--- src/core/ldr_pkg.sv ---
/*
  constants for the auxiliary regulator mode and configuration register bank:
  register offsets, field positions, reset values and reserved-bit read values.
  assumes an 8-bit register space reached through a byte-wide access port.
*/
// Function
// (RQ1) top enable bit of a mode register keeps the regulator on in that mode.
// (RQ2) low six bits select the output voltage code used in the matching mode.
// (RQ3) first regulator mode codes default to the external selection pin value.
// (RQ4) second regulator active, low-power, hibernate codes default to 3.3V code.
// (RQ5) software keeps bit 6 of mode and configuration registers at zero.
// (RQ6) software keeps configuration bit 4 of the first regulator at one.
// (RQ7) sequencing bits 7-6 select the soft start ramp rate.
// (RQ8) sequencing bits 5-4 assign the power-up sequence step.
// (RQ9) cleared participation bit stops turn-on at the assigned step.
// (RQ10) cleared participation bit makes the sequencer ignore done and good flags.
// (RQ11) sequencing bits 2-0 set the delay before soft start begins.
// (RQ12) set fault mask bit keeps a fault from pulling the interrupt low.
// (RQ13) discharge bit drains the output while the regulator is off.
// (RQ14) configuration bits 3-2 program the voltage scaling slew rate.
// (RQ15) with software select zero the software on bit is ignored.
// (RQ16) with software select one the software on bit forces channel on or off.
// (RQ17) each mode change applies enable and code of the newly entered mode.

// ****************************************************************
// package
// ****************************************************************
package ldr_pkg;

  localparam int NUM_MODE_REGS = 6;

  // register offsets
  localparam logic [7:0] OFS_LDO1_LOWPOWER  = 8'h51;
  localparam logic [7:0] OFS_LDO1_HIBERNATE = 8'h52;
  localparam logic [7:0] OFS_LDO1_HIGHPERF  = 8'h53;
  localparam logic [7:0] OFS_LDO1_SEQUENCING = 8'h54;
  localparam logic [7:0] OFS_LDO1_CONFIG    = 8'h55;
  localparam logic [7:0] OFS_LDO2_ACTIVE    = 8'h60;
  localparam logic [7:0] OFS_LDO2_LOWPOWER  = 8'h61;
  localparam logic [7:0] OFS_LDO2_HIBERNATE = 8'h62;

  // mode register fields
  localparam int MODE_EN_BIT   = 7;
  localparam int MODE_RSV_BIT  = 6;
  localparam int CODE_MSB      = 5;

  // sequencing fields
  localparam int SEQ_SSR_MSB   = 7;
  localparam int SEQ_SSR_LSB   = 6;
  localparam int SEQ_STEP_MSB  = 5;
  localparam int SEQ_STEP_LSB  = 4;
  localparam int SEQ_PART_BIT  = 3;
  localparam int SEQ_DLY_MSB   = 2;

  // configuration fields
  localparam int CFG_MASK_BIT  = 7;
  localparam int CFG_RSV0_BIT  = 6;
  localparam int CFG_DRAIN_BIT = 5;
  localparam int CFG_RSV1_BIT  = 4;
  localparam int CFG_DVSR_MSB  = 3;
  localparam int CFG_DVSR_LSB  = 2;
  localparam int CFG_SWON_BIT  = 1;
  localparam int CFG_SWSEL_BIT = 0;

  // writable bits; the rest are reserved
  localparam logic [7:0] MODE_WR_MASK = 8'hBF;
  localparam logic [7:0] CFG_WR_MASK  = 8'hAF;
  localparam logic [7:0] CFG_RSV_ONES = 8'h10;

  // reset values
  localparam logic [5:0] CODE_3V3           = 6'h37;
  localparam logic [7:0] RST_LDO1_LOWPOWER  = 8'h80;
  localparam logic [7:0] RST_LDO1_HIBERNATE = 8'h00;
  localparam logic [7:0] RST_LDO1_HIGHPERF  = 8'h80;
  localparam logic [7:0] RST_LDO1_SEQUENCING       = 8'h09;
  localparam logic [7:0] RST_LDO1_CONFIGURATION       = 8'hA0;
  localparam logic [7:0] RST_LDO2_MODE      = {2'h0, CODE_3V3};

  // mode register table, index order: ldo1 lp, hib, hp, ldo2 act, lp, hib
  localparam logic [7:0] MODE_OFS [NUM_MODE_REGS] = '{
    OFS_LDO1_LOWPOWER, OFS_LDO1_HIBERNATE, OFS_LDO1_HIGHPERF,
    OFS_LDO2_ACTIVE, OFS_LDO2_LOWPOWER, OFS_LDO2_HIBERNATE};
  localparam logic [7:0] MODE_RST [NUM_MODE_REGS] = '{
    RST_LDO1_LOWPOWER, RST_LDO1_HIBERNATE, RST_LDO1_HIGHPERF,
    RST_LDO2_MODE, RST_LDO2_MODE, RST_LDO2_MODE};
  localparam logic MODE_PIN_DEF [NUM_MODE_REGS] = '{1'b1, 1'b1, 1'b1, 1'b0, 1'b0, 1'b0};

  localparam logic [7:0] RD_UNMAPPED = 8'h00;

endpackage : ldr_pkg

--- src/core/ldr_mode_if.sv ---
/*
  mode settings bundle passed from the register bank to a channel controller.
  assumes all members are on the single core clock.
*/
`timescale 1ns/1ps

// ****************************************************************
// interface
// ****************************************************************
interface ldr_mode_if;
  logic [7:0] act_set;
  logic [7:0] lp_set;
  logic [7:0] hib_set;
  logic [7:0] hp_set;
  logic       lp_state;
  logic       hib_state;
  logic       hp_state;

  modport bank (output act_set, lp_set, hib_set, hp_set, lp_state, hib_state, hp_state);
  modport chan (input  act_set, lp_set, hib_set, hp_set, lp_state, hib_state, hp_state);
endinterface : ldr_mode_if

--- src/core/ldr_top.sv ---
/*
  auxiliary regulator register bank: mode, sequencing and configuration
  registers at their byte offsets, plus the channel controls they steer.
  assumes the serial interface presents one-cycle read and write strobes on
  clk_in, and the sequencer and fault logic share clk_in.
*/
`timescale 1ns/1ps

// ****************************************************************
// top
// ****************************************************************
module ldr_top (
  input  wire logic       clk_in,
  input  wire logic       rst_n_in,
  input  wire logic [7:0] reg_addr_in,
  input  wire logic [7:0] reg_wdata_in,
  input  wire logic       reg_wr_in,
  input  wire logic       reg_rd_in,
  output logic      [7:0] reg_rdata_out,
  input  wire logic [5:0] code_select_pin_in,
  input  wire logic       low_power_state_in,
  input  wire logic       hibernate_state_in,
  input  wire logic       high_performance_state_in,
  input  wire logic [7:0] ldo1_active_setting_in,
  input  wire logic [7:0] ldo2_highperf_setting_in,
  input  wire logic       ldo1_step_turn_on_in,
  input  wire logic       ldo1_soft_start_done_flag_in,
  input  wire logic       ldo1_power_good_flag_in,
  input  wire logic       ldo1_fault_flag_in,
  output logic            ldo1_enable_out,
  output logic      [5:0] ldo1_code_out,
  output logic            ldo1_drain_out,
  output logic            ldo2_enable_out,
  output logic      [5:0] ldo2_code_out,
  output logic            ldo2_drain_out,
  output logic      [1:0] ldo1_soft_start_rate_out,
  output logic      [1:0] ldo1_startup_step_out,
  output logic      [2:0] ldo1_delay_out,
  output logic      [1:0] ldo1_scaling_rate_out,
  output logic            ldo1_step_participation_out,
  output logic            ldo1_step_ready_out,
  output logic            interrupt_out_n
);

  localparam int N = ldr_pkg::NUM_MODE_REGS;

  // ****************************************************************
  // pin synchronisers
  // ****************************************************************
  logic [5:0] code_meta;
  logic [5:0] code_sync;
  logic [2:0] state_meta;
  logic [2:0] state_sync;

  // no reset here so the pin value is already settled when reset releases
  always_ff @(posedge clk_in) begin
    code_meta  <= code_select_pin_in;
    code_sync  <= code_meta;
    state_meta <= {high_performance_state_in, hibernate_state_in, low_power_state_in};
    state_sync <= state_meta;
  end

  // ****************************************************************
  // default load after reset
  // ****************************************************************
  logic def_pend;

  // one pulse on the first edge after release; strap caught by clocked logic
  always_ff @(posedge clk_in) begin
    if (!rst_n_in) begin
      def_pend <= 1'b1;
    end else begin
      def_pend <= 1'b0;
    end
  end

  // ****************************************************************
  // mode registers
  // ****************************************************************
  logic [7:0] mode_val [N];
  logic [N-1:0] mode_hit;
  logic [7:0] mode_rd  [N];

  generate
    for (genvar i = 0; i < N; i++) begin : g_mode
      assign mode_hit[i] = (reg_addr_in == ldr_pkg::MODE_OFS[i]);
      assign mode_rd[i]  = mode_hit[i] ? mode_val[i] : 8'h00;
      ldr_mode_reg #(
        .RST_VAL (ldr_pkg::MODE_RST[i]),
        .PIN_DEF (ldr_pkg::MODE_PIN_DEF[i])
      ) u_reg (
        .clk_in      (clk_in),
        .rst_n_in    (rst_n_in),
        .wr_in       (reg_wr_in & mode_hit[i]),
        .wdata_in    (reg_wdata_in),
        .def_ld_in   (def_pend),
        .def_code_in (code_sync),
        .value_out   (mode_val[i])
      );
    end
  endgenerate

  // ****************************************************************
  // sequencing and configuration registers
  // ****************************************************************
  logic [7:0] seq_reg;
  logic [7:0] cfg_reg;
  logic       seq_hit;
  logic       cfg_hit;
  logic [7:0] cfg_rd;

  assign seq_hit = (reg_addr_in == ldr_pkg::OFS_LDO1_SEQUENCING);
  assign cfg_hit = (reg_addr_in == ldr_pkg::OFS_LDO1_CONFIG);
  // reserved bits are not stored: bit 6 reads zero, bit 4 reads one
  assign cfg_rd  = cfg_reg | ldr_pkg::CFG_RSV_ONES;                                 // RQ6

  always_ff @(posedge clk_in) begin
    if (!rst_n_in) begin
      seq_reg <= ldr_pkg::RST_LDO1_SEQUENCING;
      cfg_reg <= ldr_pkg::RST_LDO1_CONFIGURATION;
    end else begin
      if (reg_wr_in && seq_hit) begin
        seq_reg <= reg_wdata_in;
      end
      if (reg_wr_in && cfg_hit) begin
        cfg_reg <= reg_wdata_in & ldr_pkg::CFG_WR_MASK;                             // RQ5
      end
    end
  end

  // ****************************************************************
  // read path
  // ****************************************************************
  logic [7:0] next_rdata;

  // one-hot hits allow an or of gated terms; unmapped reads give zero
  always_comb begin
    next_rdata = ldr_pkg::RD_UNMAPPED;
    for (int i = 0; i < N; i++) begin
      next_rdata = next_rdata | mode_rd[i];
    end
    if (seq_hit) begin
      next_rdata = seq_reg;
    end
    if (cfg_hit) begin
      next_rdata = cfg_rd;
    end
  end

  // read data holds until the next read strobe
  always_ff @(posedge clk_in) begin
    if (!rst_n_in) begin
      reg_rdata_out <= 8'h00;
    end else if (reg_rd_in) begin
      reg_rdata_out <= next_rdata;
    end
  end

  // ****************************************************************
  // sequencer hand-off
  // ****************************************************************
  logic participate;
  logic ldo1_started;
  logic next_ready;
  logic next_irq_n;

  assign participate = seq_reg[ldr_pkg::SEQ_PART_BIT];
  // a non-participant counts as ready so it never stalls the sequence
  assign next_ready  = ~participate |
                       (ldo1_soft_start_done_flag_in & ldo1_power_good_flag_in);     // RQ10
  assign next_irq_n  = ~(ldo1_fault_flag_in & ~cfg_reg[ldr_pkg::CFG_MASK_BIT]);      // RQ12

  // started only by a step pulse while participating; held until reset
  always_ff @(posedge clk_in) begin
    if (!rst_n_in) begin
      ldo1_started        <= 1'b0;
      ldo1_step_ready_out <= 1'b1;
      interrupt_out_n     <= 1'b1;
    end else begin
      if (ldo1_step_turn_on_in && participate) begin
        ldo1_started <= 1'b1;                                                       // RQ9
      end
      ldo1_step_ready_out <= next_ready;
      interrupt_out_n     <= next_irq_n;
    end
  end

  // fields go straight out of their register flops
  assign ldo1_soft_start_rate_out = seq_reg[ldr_pkg::SEQ_SSR_MSB:ldr_pkg::SEQ_SSR_LSB];   // RQ7
  assign ldo1_startup_step_out    = seq_reg[ldr_pkg::SEQ_STEP_MSB:ldr_pkg::SEQ_STEP_LSB]; // RQ8
  assign ldo1_delay_out           = seq_reg[ldr_pkg::SEQ_DLY_MSB:0];                      // RQ11
  assign ldo1_scaling_rate_out    = cfg_reg[ldr_pkg::CFG_DVSR_MSB:ldr_pkg::CFG_DVSR_LSB]; // RQ14
  assign ldo1_step_participation_out = participate;

  // ****************************************************************
  // channel controllers
  // ****************************************************************
  ldr_mode_if ldo1_if ();
  ldr_mode_if ldo2_if ();

  assign ldo1_if.act_set   = ldo1_active_setting_in;
  assign ldo1_if.lp_set    = mode_val[0];
  assign ldo1_if.hib_set   = mode_val[1];
  assign ldo1_if.hp_set    = mode_val[2];
  assign ldo1_if.lp_state  = state_sync[0];
  assign ldo1_if.hib_state = state_sync[1];
  assign ldo1_if.hp_state  = state_sync[2];

  assign ldo2_if.act_set   = mode_val[3];
  assign ldo2_if.lp_set    = mode_val[4];
  assign ldo2_if.hib_set   = mode_val[5];
  assign ldo2_if.hp_set    = ldo2_highperf_setting_in;
  assign ldo2_if.lp_state  = state_sync[0];
  assign ldo2_if.hib_state = state_sync[1];
  assign ldo2_if.hp_state  = state_sync[2];

  ldr_chan_ctrl u_ldo1 (
    .clk_in       (clk_in),
    .rst_n_in     (rst_n_in),
    .mode_if      (ldo1_if),
    .sw_sel_in    (cfg_reg[ldr_pkg::CFG_SWSEL_BIT]),
    .sw_on_in     (cfg_reg[ldr_pkg::CFG_SWON_BIT]),
    .started_in   (ldo1_started),
    .drain_sel_in (cfg_reg[ldr_pkg::CFG_DRAIN_BIT]),
    .enable_out   (ldo1_enable_out),
    .code_out     (ldo1_code_out),
    .drain_out    (ldo1_drain_out)
  );

  // second regulator has no override or drain control in this bank
  ldr_chan_ctrl u_ldo2 (
    .clk_in       (clk_in),
    .rst_n_in     (rst_n_in),
    .mode_if      (ldo2_if),
    .sw_sel_in    (1'b0),
    .sw_on_in     (1'b0),
    .started_in   (1'b1),
    .drain_sel_in (1'b0),
    .enable_out   (ldo2_enable_out),
    .code_out     (ldo2_code_out),
    .drain_out    (ldo2_drain_out)
  );

endmodule : ldr_top

--- src/core/ldr_mode_reg.sv ---
/*
  one mode register: enable bit and six-bit voltage code, reserved bit 6 reads zero.
  assumes def_ld_in pulses once after reset release with a settled pin code.
*/
`timescale 1ns/1ps

// ****************************************************************
// mode register
// ****************************************************************
module ldr_mode_reg #(
  parameter logic [7:0] RST_VAL = 8'h00,
  parameter logic       PIN_DEF = 1'b0
) (
  input  wire logic       clk_in,
  input  wire logic       rst_n_in,
  input  wire logic       wr_in,
  input  wire logic [7:0] wdata_in,
  input  wire logic       def_ld_in,
  input  wire logic [5:0] def_code_in,
  output logic      [7:0] value_out
);

  logic [7:0] next_value;

  // write beats the one-shot default load; reserved bit is never stored
  assign next_value = wr_in ? (wdata_in & ldr_pkg::MODE_WR_MASK)                 // RQ5
                    : (def_ld_in && PIN_DEF) ? {value_out[7:6], def_code_in}      // RQ3
                    : value_out;

  // reset value is a constant; pin default arrives one edge after release
  always_ff @(posedge clk_in) begin
    if (!rst_n_in) begin
      value_out <= RST_VAL;                                                       // RQ4
    end else begin
      value_out <= next_value;
    end
  end

endmodule : ldr_mode_reg

--- src/core/ldr_chan_ctrl.sv ---
/*
  channel controller: picks the setting of the current operating mode and
  resolves software override and output drain.
  assumes mode state levels are already synchronised to clk_in.
*/
`timescale 1ns/1ps

// ****************************************************************
// channel controller
// ****************************************************************
module ldr_chan_ctrl (
  input  wire logic       clk_in,
  input  wire logic       rst_n_in,
  ldr_mode_if.chan        mode_if,
  input  wire logic       sw_sel_in,
  input  wire logic       sw_on_in,
  input  wire logic       started_in,
  input  wire logic       drain_sel_in,
  output logic            enable_out,
  output logic      [5:0] code_out,
  output logic            drain_out
);

  logic [7:0] sel_set;
  logic       mode_on;
  logic       next_on;

  // hibernate outranks low power, which outranks high performance
  assign sel_set = mode_if.hib_state ? mode_if.hib_set                             // RQ17
                 : mode_if.lp_state  ? mode_if.lp_set
                 : mode_if.hp_state  ? mode_if.hp_set
                 : mode_if.act_set;
  assign mode_on = sel_set[ldr_pkg::MODE_EN_BIT] & started_in;                     // RQ1
  // override only when software select is set; otherwise sw_on is dont-care
  assign next_on = sw_sel_in ? sw_on_in : mode_on;                                 // RQ15 RQ16

  // outputs registered so the analog side sees glitch-free controls
  always_ff @(posedge clk_in) begin
    if (!rst_n_in) begin
      enable_out <= 1'b0;
      code_out   <= 6'h00;
      drain_out  <= 1'b0;
    end else begin
      enable_out <= next_on;
      code_out   <= sel_set[ldr_pkg::CODE_MSB:0];                                  // RQ2
      drain_out  <= drain_sel_in & ~next_on;                                       // RQ13
    end
  end

endmodule : ldr_chan_ctrl

--- config.mk ---
export PLATFORM = sky130hd
export DESIGN_NAME = ldr_top
export DESIGN_NICKNAME = d
export VERILOG_FILES = /design/src/core/ldr_pkg.sv /design/src/core/ldr_mode_if.sv /design/src/core/ldr_top.sv /design/src/core/ldr_mode_reg.sv /design/src/core/ldr_chan_ctrl.sv
export SDC_FILE = /design/constraint.sdc
export NUM_CORES = 1
export LEC_CHECK = 0
export ABC_AREA = 1
export BUFFER_PORTS_ARGS = -buffer_cell sky130_fd_sc_hd__buf_4
export CORE_ASPECT_RATIO = 0.8
export CORE_MARGIN = 2
export CORE_UTILIZATION = 54
export CTS_CLUSTER_DIAMETER = 50
export DETAILED_ROUTE_END_ITERATION = 12
export MAX_ROUTING_LAYER = met4
export PLACE_DENSITY = 0.83
export SETUP_SLACK_MARGIN = 0.05
export SLEW_MARGIN = 25
export SYNTH_ARGS = -nofsm -noshare
export SYNTH_HDL_FRONTEND = slang
export SYNTH_HIERARCHICAL = 1
export SYNTH_SLANG_ARGS = --single-unit
--- constraint.sdc ---
create_clock -name clk_in -period 1.8 [get_ports clk_in]
set_input_delay 0.18 -clock clk_in [delete_from_list [all_inputs] [get_ports clk_in]]
set_output_delay 0.18 -clock clk_in [all_outputs]
set_load 0.02 [all_outputs]
# After elaboration in Yosys (flattened, before gate mapping)
# Index checks and enable logic that the tools add are counted.
[op_classes]
n_div = 0
n_mux = 20
n_shift = 0
n_mul = 0
n_eq_ne = 8
n_reduce_logical = 6
n_bitwise = 20
magnitude_cmp = 0
n_addsub = 0
[ops]
columns = ["cell", "count"]
rows = [
  ["$mux 8", 17],
  ["$eq 8x7->1 const B", 8],
  ["$or 8x8->8", 5],
  ["$and 1x1->1", 10],
  ["$mux 6", 1],
  ["$reduce_bool 2->1", 3],
  ["$not 1->1", 4],
  ["$logic_and 1x1->1", 3],
  ["$mux 1", 2],
  ["$or 1x1->1", 1],
]
[word_totals]
latchBits = 0
out_inout_bits = 36
ff_bits = 101
ram_bits = 0
mem_count = 0
wordCells = 79
input_bits = 49
mem_bits_ro = 0

# Depth between registers and ports, before layout
[depth]
word_depth = 9
ltp_mapped = 12
mapped_depth_nobuf = 10

# Cells and area by module
# The synthesis kept the hierarchy.
[by_module_without_submodules]
columns = ["module", "instances", "area_per_inst_um2", "seq_area_each_um2", "cells_per_inst"]
rows = [
  ["ldr_top", 1, 2145.8, 880.8, 296],
  ["ldr_mode_reg (g_mode[0].u_reg ...)", 3, 340.3, 140.1, 51],
  ["ldr_chan_ctrl", 2, 464.2, 160.2, 67],
  ["ldr_mode_reg (g_mode[3].u_reg ...)", 3, 271.5, 140.1, 36],
]

# Worst setup path after synthesis
# OpenSTA, ideal clock, no wires.
[synth_path]
path_kind = "input-to-reg"
start = "input reg_addr_in[2]"
end = "register g_mode[0].u_reg.value_out[4]"
setup_time_ns = 0.109
stages = 12
path_slack_ns = 0.306
arrival_time_ns = 1.385
n_path_buf = 2
path_cell_list = "inv_2 nand2_2 nor2_4 buf_6 inv_1 nor4_1 buf_6 inv_2 nand3_1 nand3_1 nand2_1 inv_1"
[synth_via]
elab_chain_len = 3
elab_cells_between_ends = 4
[synth_rtl]
columns = ["item", "line_no", "source"]
rows = [
  ["start, declared", "ldr_top.sv:15", "input wire logic [7:0] reg_addr_in,"],
  ["$eq 8x7->1 *", "ldr_top.sv:86", "assign mode_hit[i] = (reg_addr_in == ldr_pkg::MODE_OFS[i]);"],
  ["$and 1x1->1 *", "ldr_top.sv:94", ".wr_in (reg_wr_in & mode_hit[i]),"],
  ["$mux 8 or $reduce_bool 2->1 (tied branches)", "-", ""],
  ["end signal, assigned", "ldr_mode_reg.sv:35", "value_out <= next_value;"],
  ["end, declared", "ldr_mode_reg.sv:20", "output logic [7:0] value_out"],
]
# Every way passes the cells marked *; elsewhere a longest branch is shown, timed or not. The select of a mux whose other input is x is not followed.
# A chain may end at the register's enable or synchronous reset.

# Worst setup path after layout
[layout_path]
start = "input reg_addr_in[2]"
end = "register g_mode[2].u_reg.value_out[1]"
[layout_via]
elab_chain_len = 3
elab_cells_between_ends = 4
[layout_rtl]
columns = ["item", "line_no"]
rows = [
  ["$eq 8x7->1 *", "ldr_top.sv:86"],
  ["$and 1x1->1 *", "ldr_top.sv:94"],
  ["$mux 8 or $reduce_bool 2->1 (tied branches)", "-"],
  ["end signal, assigned", "ldr_mode_reg.sv:35"],
  ["end, declared", "ldr_mode_reg.sv:20"],
]
# Marks and branches as above.

==> flow_metrics.py <==
metrics = {
    "grt": {
        "grt_pass1_vias": 4360,
        "grt-ovfl-total": 0,
        "grt_pass1_wl_um": 21100,
        "antenna_found_initial": 0,
        "use_met2_pct": 46.8,
        "met3_usage_pct": 6.51,
        "met1_usage_pct": 35.2,
        "grtUsageTotal_pct": 28.4,
        "grt_busiest_layer": "met2",
        "grt_max_degree": 38,
    },
    "synth": {
        "synthCells": 691,
        "synth_compound_area_share_pct": 9.12,
        "synth_top_area_cell": "dfxtp_1",
        "yosysUniqueCellTypes": 28,
        "ys_ff_latch": 102,
        "seq_area_frac_synth_pct": 41.6,
        "synthXorXnorAreaFrac_pct": 0,
        "syn_area_um2": 4910,
        "avgSynthCellArea_um2": 7.11,
        "muxShareOfSynthArea_pct": 0,
        "synth_warnings": 6,
        "yosys.area_share.adder_pct": 0,
        "synth_top_family_by_area": "simple AND/OR/NAND/NOR gates",
        "synth.area.top_cells": "dfxtp_1 (42%), nand2_1 (14%), nand3_1 (12%)",
        "synthSimpleGateAreaFrac_pct": 36.9,
        "yosysTopAreaCellShare_pct": 41.6,
    },
    "setup_path": {
        "crit_slowest_cell": "nor2_2",
        "crit_path_end": "g_mode[2].u_reg/value_out[1]",
        "crit_cells": 12,
        "critPathCaptureType": "flip-flop",
        "required_ps": 2050,
        "cp-start-kind": "input pin",
        "r2r-start": "state_sync[0]",
        "arrival_ps": 1540,
        "crit_fanout": 9,
        "cp-startpoint": "reg_addr_in[2]",
        "r2r_cells": 4,
        "slowest_delay_ps": 240,
        "path_cells": "buf_4, inv_2, nand2_2, nor2_2, nand2_1, nor2_1, buf_4, inv_2, nand3_1, nand3_1, nand2_1, inv_1",
        "reg2reg_to": "u_ldo1/code_out[3]",
        "r2r_slack_ps": 610,
        "crit_family": "simple AND/OR/NAND/NOR gates",
        "cp_num_buf_inv": 5,
        "crit_type": "in2reg",
    },
    "detailed_routing": {
        "first_pass_iters": 5,
        "dr.first_iter.drc_count": 545,
        "routed_wirelength_um": 13200,
        "drc": 0,
        "wl_per_cell_um": 14.7,
        "avgViaCountPerCell": 5.33,
        "vias": 4817,
        "ant_nets": 0,
    },
    "cts": {
        "postCtsHoldBufs": 9,
        "cts_resized": 0,
        "post_cts_buffers": 0,
        "cts_buffer_depth": 2,
        "insertion_delay_ps": 350,
        "cts_tree": "yes",
        "numClockSinks": 102,
        "clkSlewWorstSetupHoldPaths_ps": 70,
        "clk_root_buffer_cell": "clkbuf_16",
        "cts_buffers": 9,
        "cts_max_level": 3,
    },
    "hold_path": {
        "hold_path.class": "in2reg",
        "worstHoldPathCells": 2,
    },
    "sta": {
        "rsz0062_at_grt": "no",
        "skew_ps": 7.68,
        "slew_viol_final": 0,
        "min_period_ps": 1290,
        "period_share_pct": 71.8,
        "worst_slack_ps": 508,
        "hold_viol": 0,
        "max_freq_mhz": 774,
        "totalNegativeSetupSlack_ps": 0,
        "setup_viol": 0,
    },
    "floorplanning": {
        "core-area_um2": 8960,
        "initial_utilization_pct": 54.8,
        "die_h_um": 89.3,
        "dieArea_um2": 9880,
        "die_x_um": 111,
        "pin_count": 85,
        "rows": 31,
    },
    "power_and_ir_drop": {
        "p_sw_uw": 1250,
        "pwr_density_cell_nw_per_um2": 811,
        "p_comb_share_pct": 11.3,
        "leakage_uw": 0.00296,
        "p_sw_share_pct": 26.1,
        "power_frac_seq_pct": 49.6,
        "irDropWorstVdd_mv": 0.743,
        "p_clk_share_pct": 39.2,
        "p_int_uw": 3550,
    },
    "finish": {
        "drive_gt1_share_pct": 22.6,
        "layout.cells.most_common": "nand2_1",
        "final_cell_mix": "nand2_1 (184), nand3_1 (117), dfxtp_1 (102)",
        "largest_reg_flops": 42,
        "fin_nets": 832,
        "syn2layout_area_growth_pct": 20.6,
        "num_antenna_cells": 0,
    },
    "placed_design": {
        "dp_hpwl_um": 9460,
        "io_buffers": 82,
        "gp_congestion": 1.03,
        "post-place-ws_ps": 173,
    },
    "status": {
        "status": "completed",
    },
    "job": {
        "cap_viol_max_count": 0,
    },
}
## worst min-delay path by stage
| stage | startpoint | endpoint | slack (ps) |
|---|---|---|---|
| final | ldo1_fault_flag_in | interrupt_out_n | 9 |
| after global routing | ldo1_fault_flag_in | interrupt_out_n | 10 |
| after CTS | ldo1_fault_flag_in | interrupt_out_n | 2 |
| after detailed placement | code_select_pin_in[4] | code_meta[4] | 290 |
| after global placement | code_select_pin_in[5] | code_meta[5] | 280 |
| after floorplan | code_select_pin_in[0] | code_meta[0] | 210 |
## cells in the mapped netlist
master	instances
nor2_8	1
buf_2	2
buf_4	11
nor2_2	5
a21oi_1	36
conb_1	8
buf_6	16
clkinv_2	1
nand2_4	3
and2_1	1
o21ai_1	17
nor4_1	2
nand3_4	1
nand2_1	184
nand3_2	2
inv_6	2
nand2_2	17
o21ai_0	26
inv_2	14
nor3_1	2
nand3_1	117
dfxtp_1	102
a21oi_2	6
nor2_1	45
clkbuf_1	3
nand3b_4	1
inv_1	58
nor2_4	8
## per-layer routing
metal,part of all wire (%),vias to the layer above
li1,-,2360
met1,40,2178
met2,47,253
met3,11,26
met4,2.2,0
met5,0,-
## per-stage QoR
step / utilization [%] / area, µm² / hold slack [ps] / power [µW] / cells
2_1_floorplan: - / 4920 / 208 / 2720 / 694
3_3_place_gp: 61.8 / 5540 / 285 / 2930 / 878
3_5_place_dp: 61.8 / 5540 / 286 / 2940 / 878
4_1_cts: 66.1 / 5920 / 2.34 / 4820 / 903
5_1_grt: 66.1 / 5920 / 14.6 / 4970 / 903
6_report: 66.1 / 5920 / 9.21 / 4800 / 903
## cell type report
type / count / area, µm²
clock buffers: 10 / 239
inverters: 75 / 293
repair buffers: 110 / 848
multi-input cells: 485 / 2300
clock inverters: 6 / 51.3
well taps: 115 / 144
flip-flops and latches: 102 / 2040
fillers: 761 / 3040
## logic make-up after synthesis
family	after synthesis
simple gates	389
buf+inv	107
flops	102
compound gates	85
other cells	8
## power by group through the flow
stage	clock network, µW	registers [µW]	logic, µW
CTS	1910	2380	532
finish	1880	2380	541
global route	2000	2390	589
global placement	0	2430	501
detailed placement	0	2430	514
floorplan	0	2460	263
(Power assumes the default switching activity.)
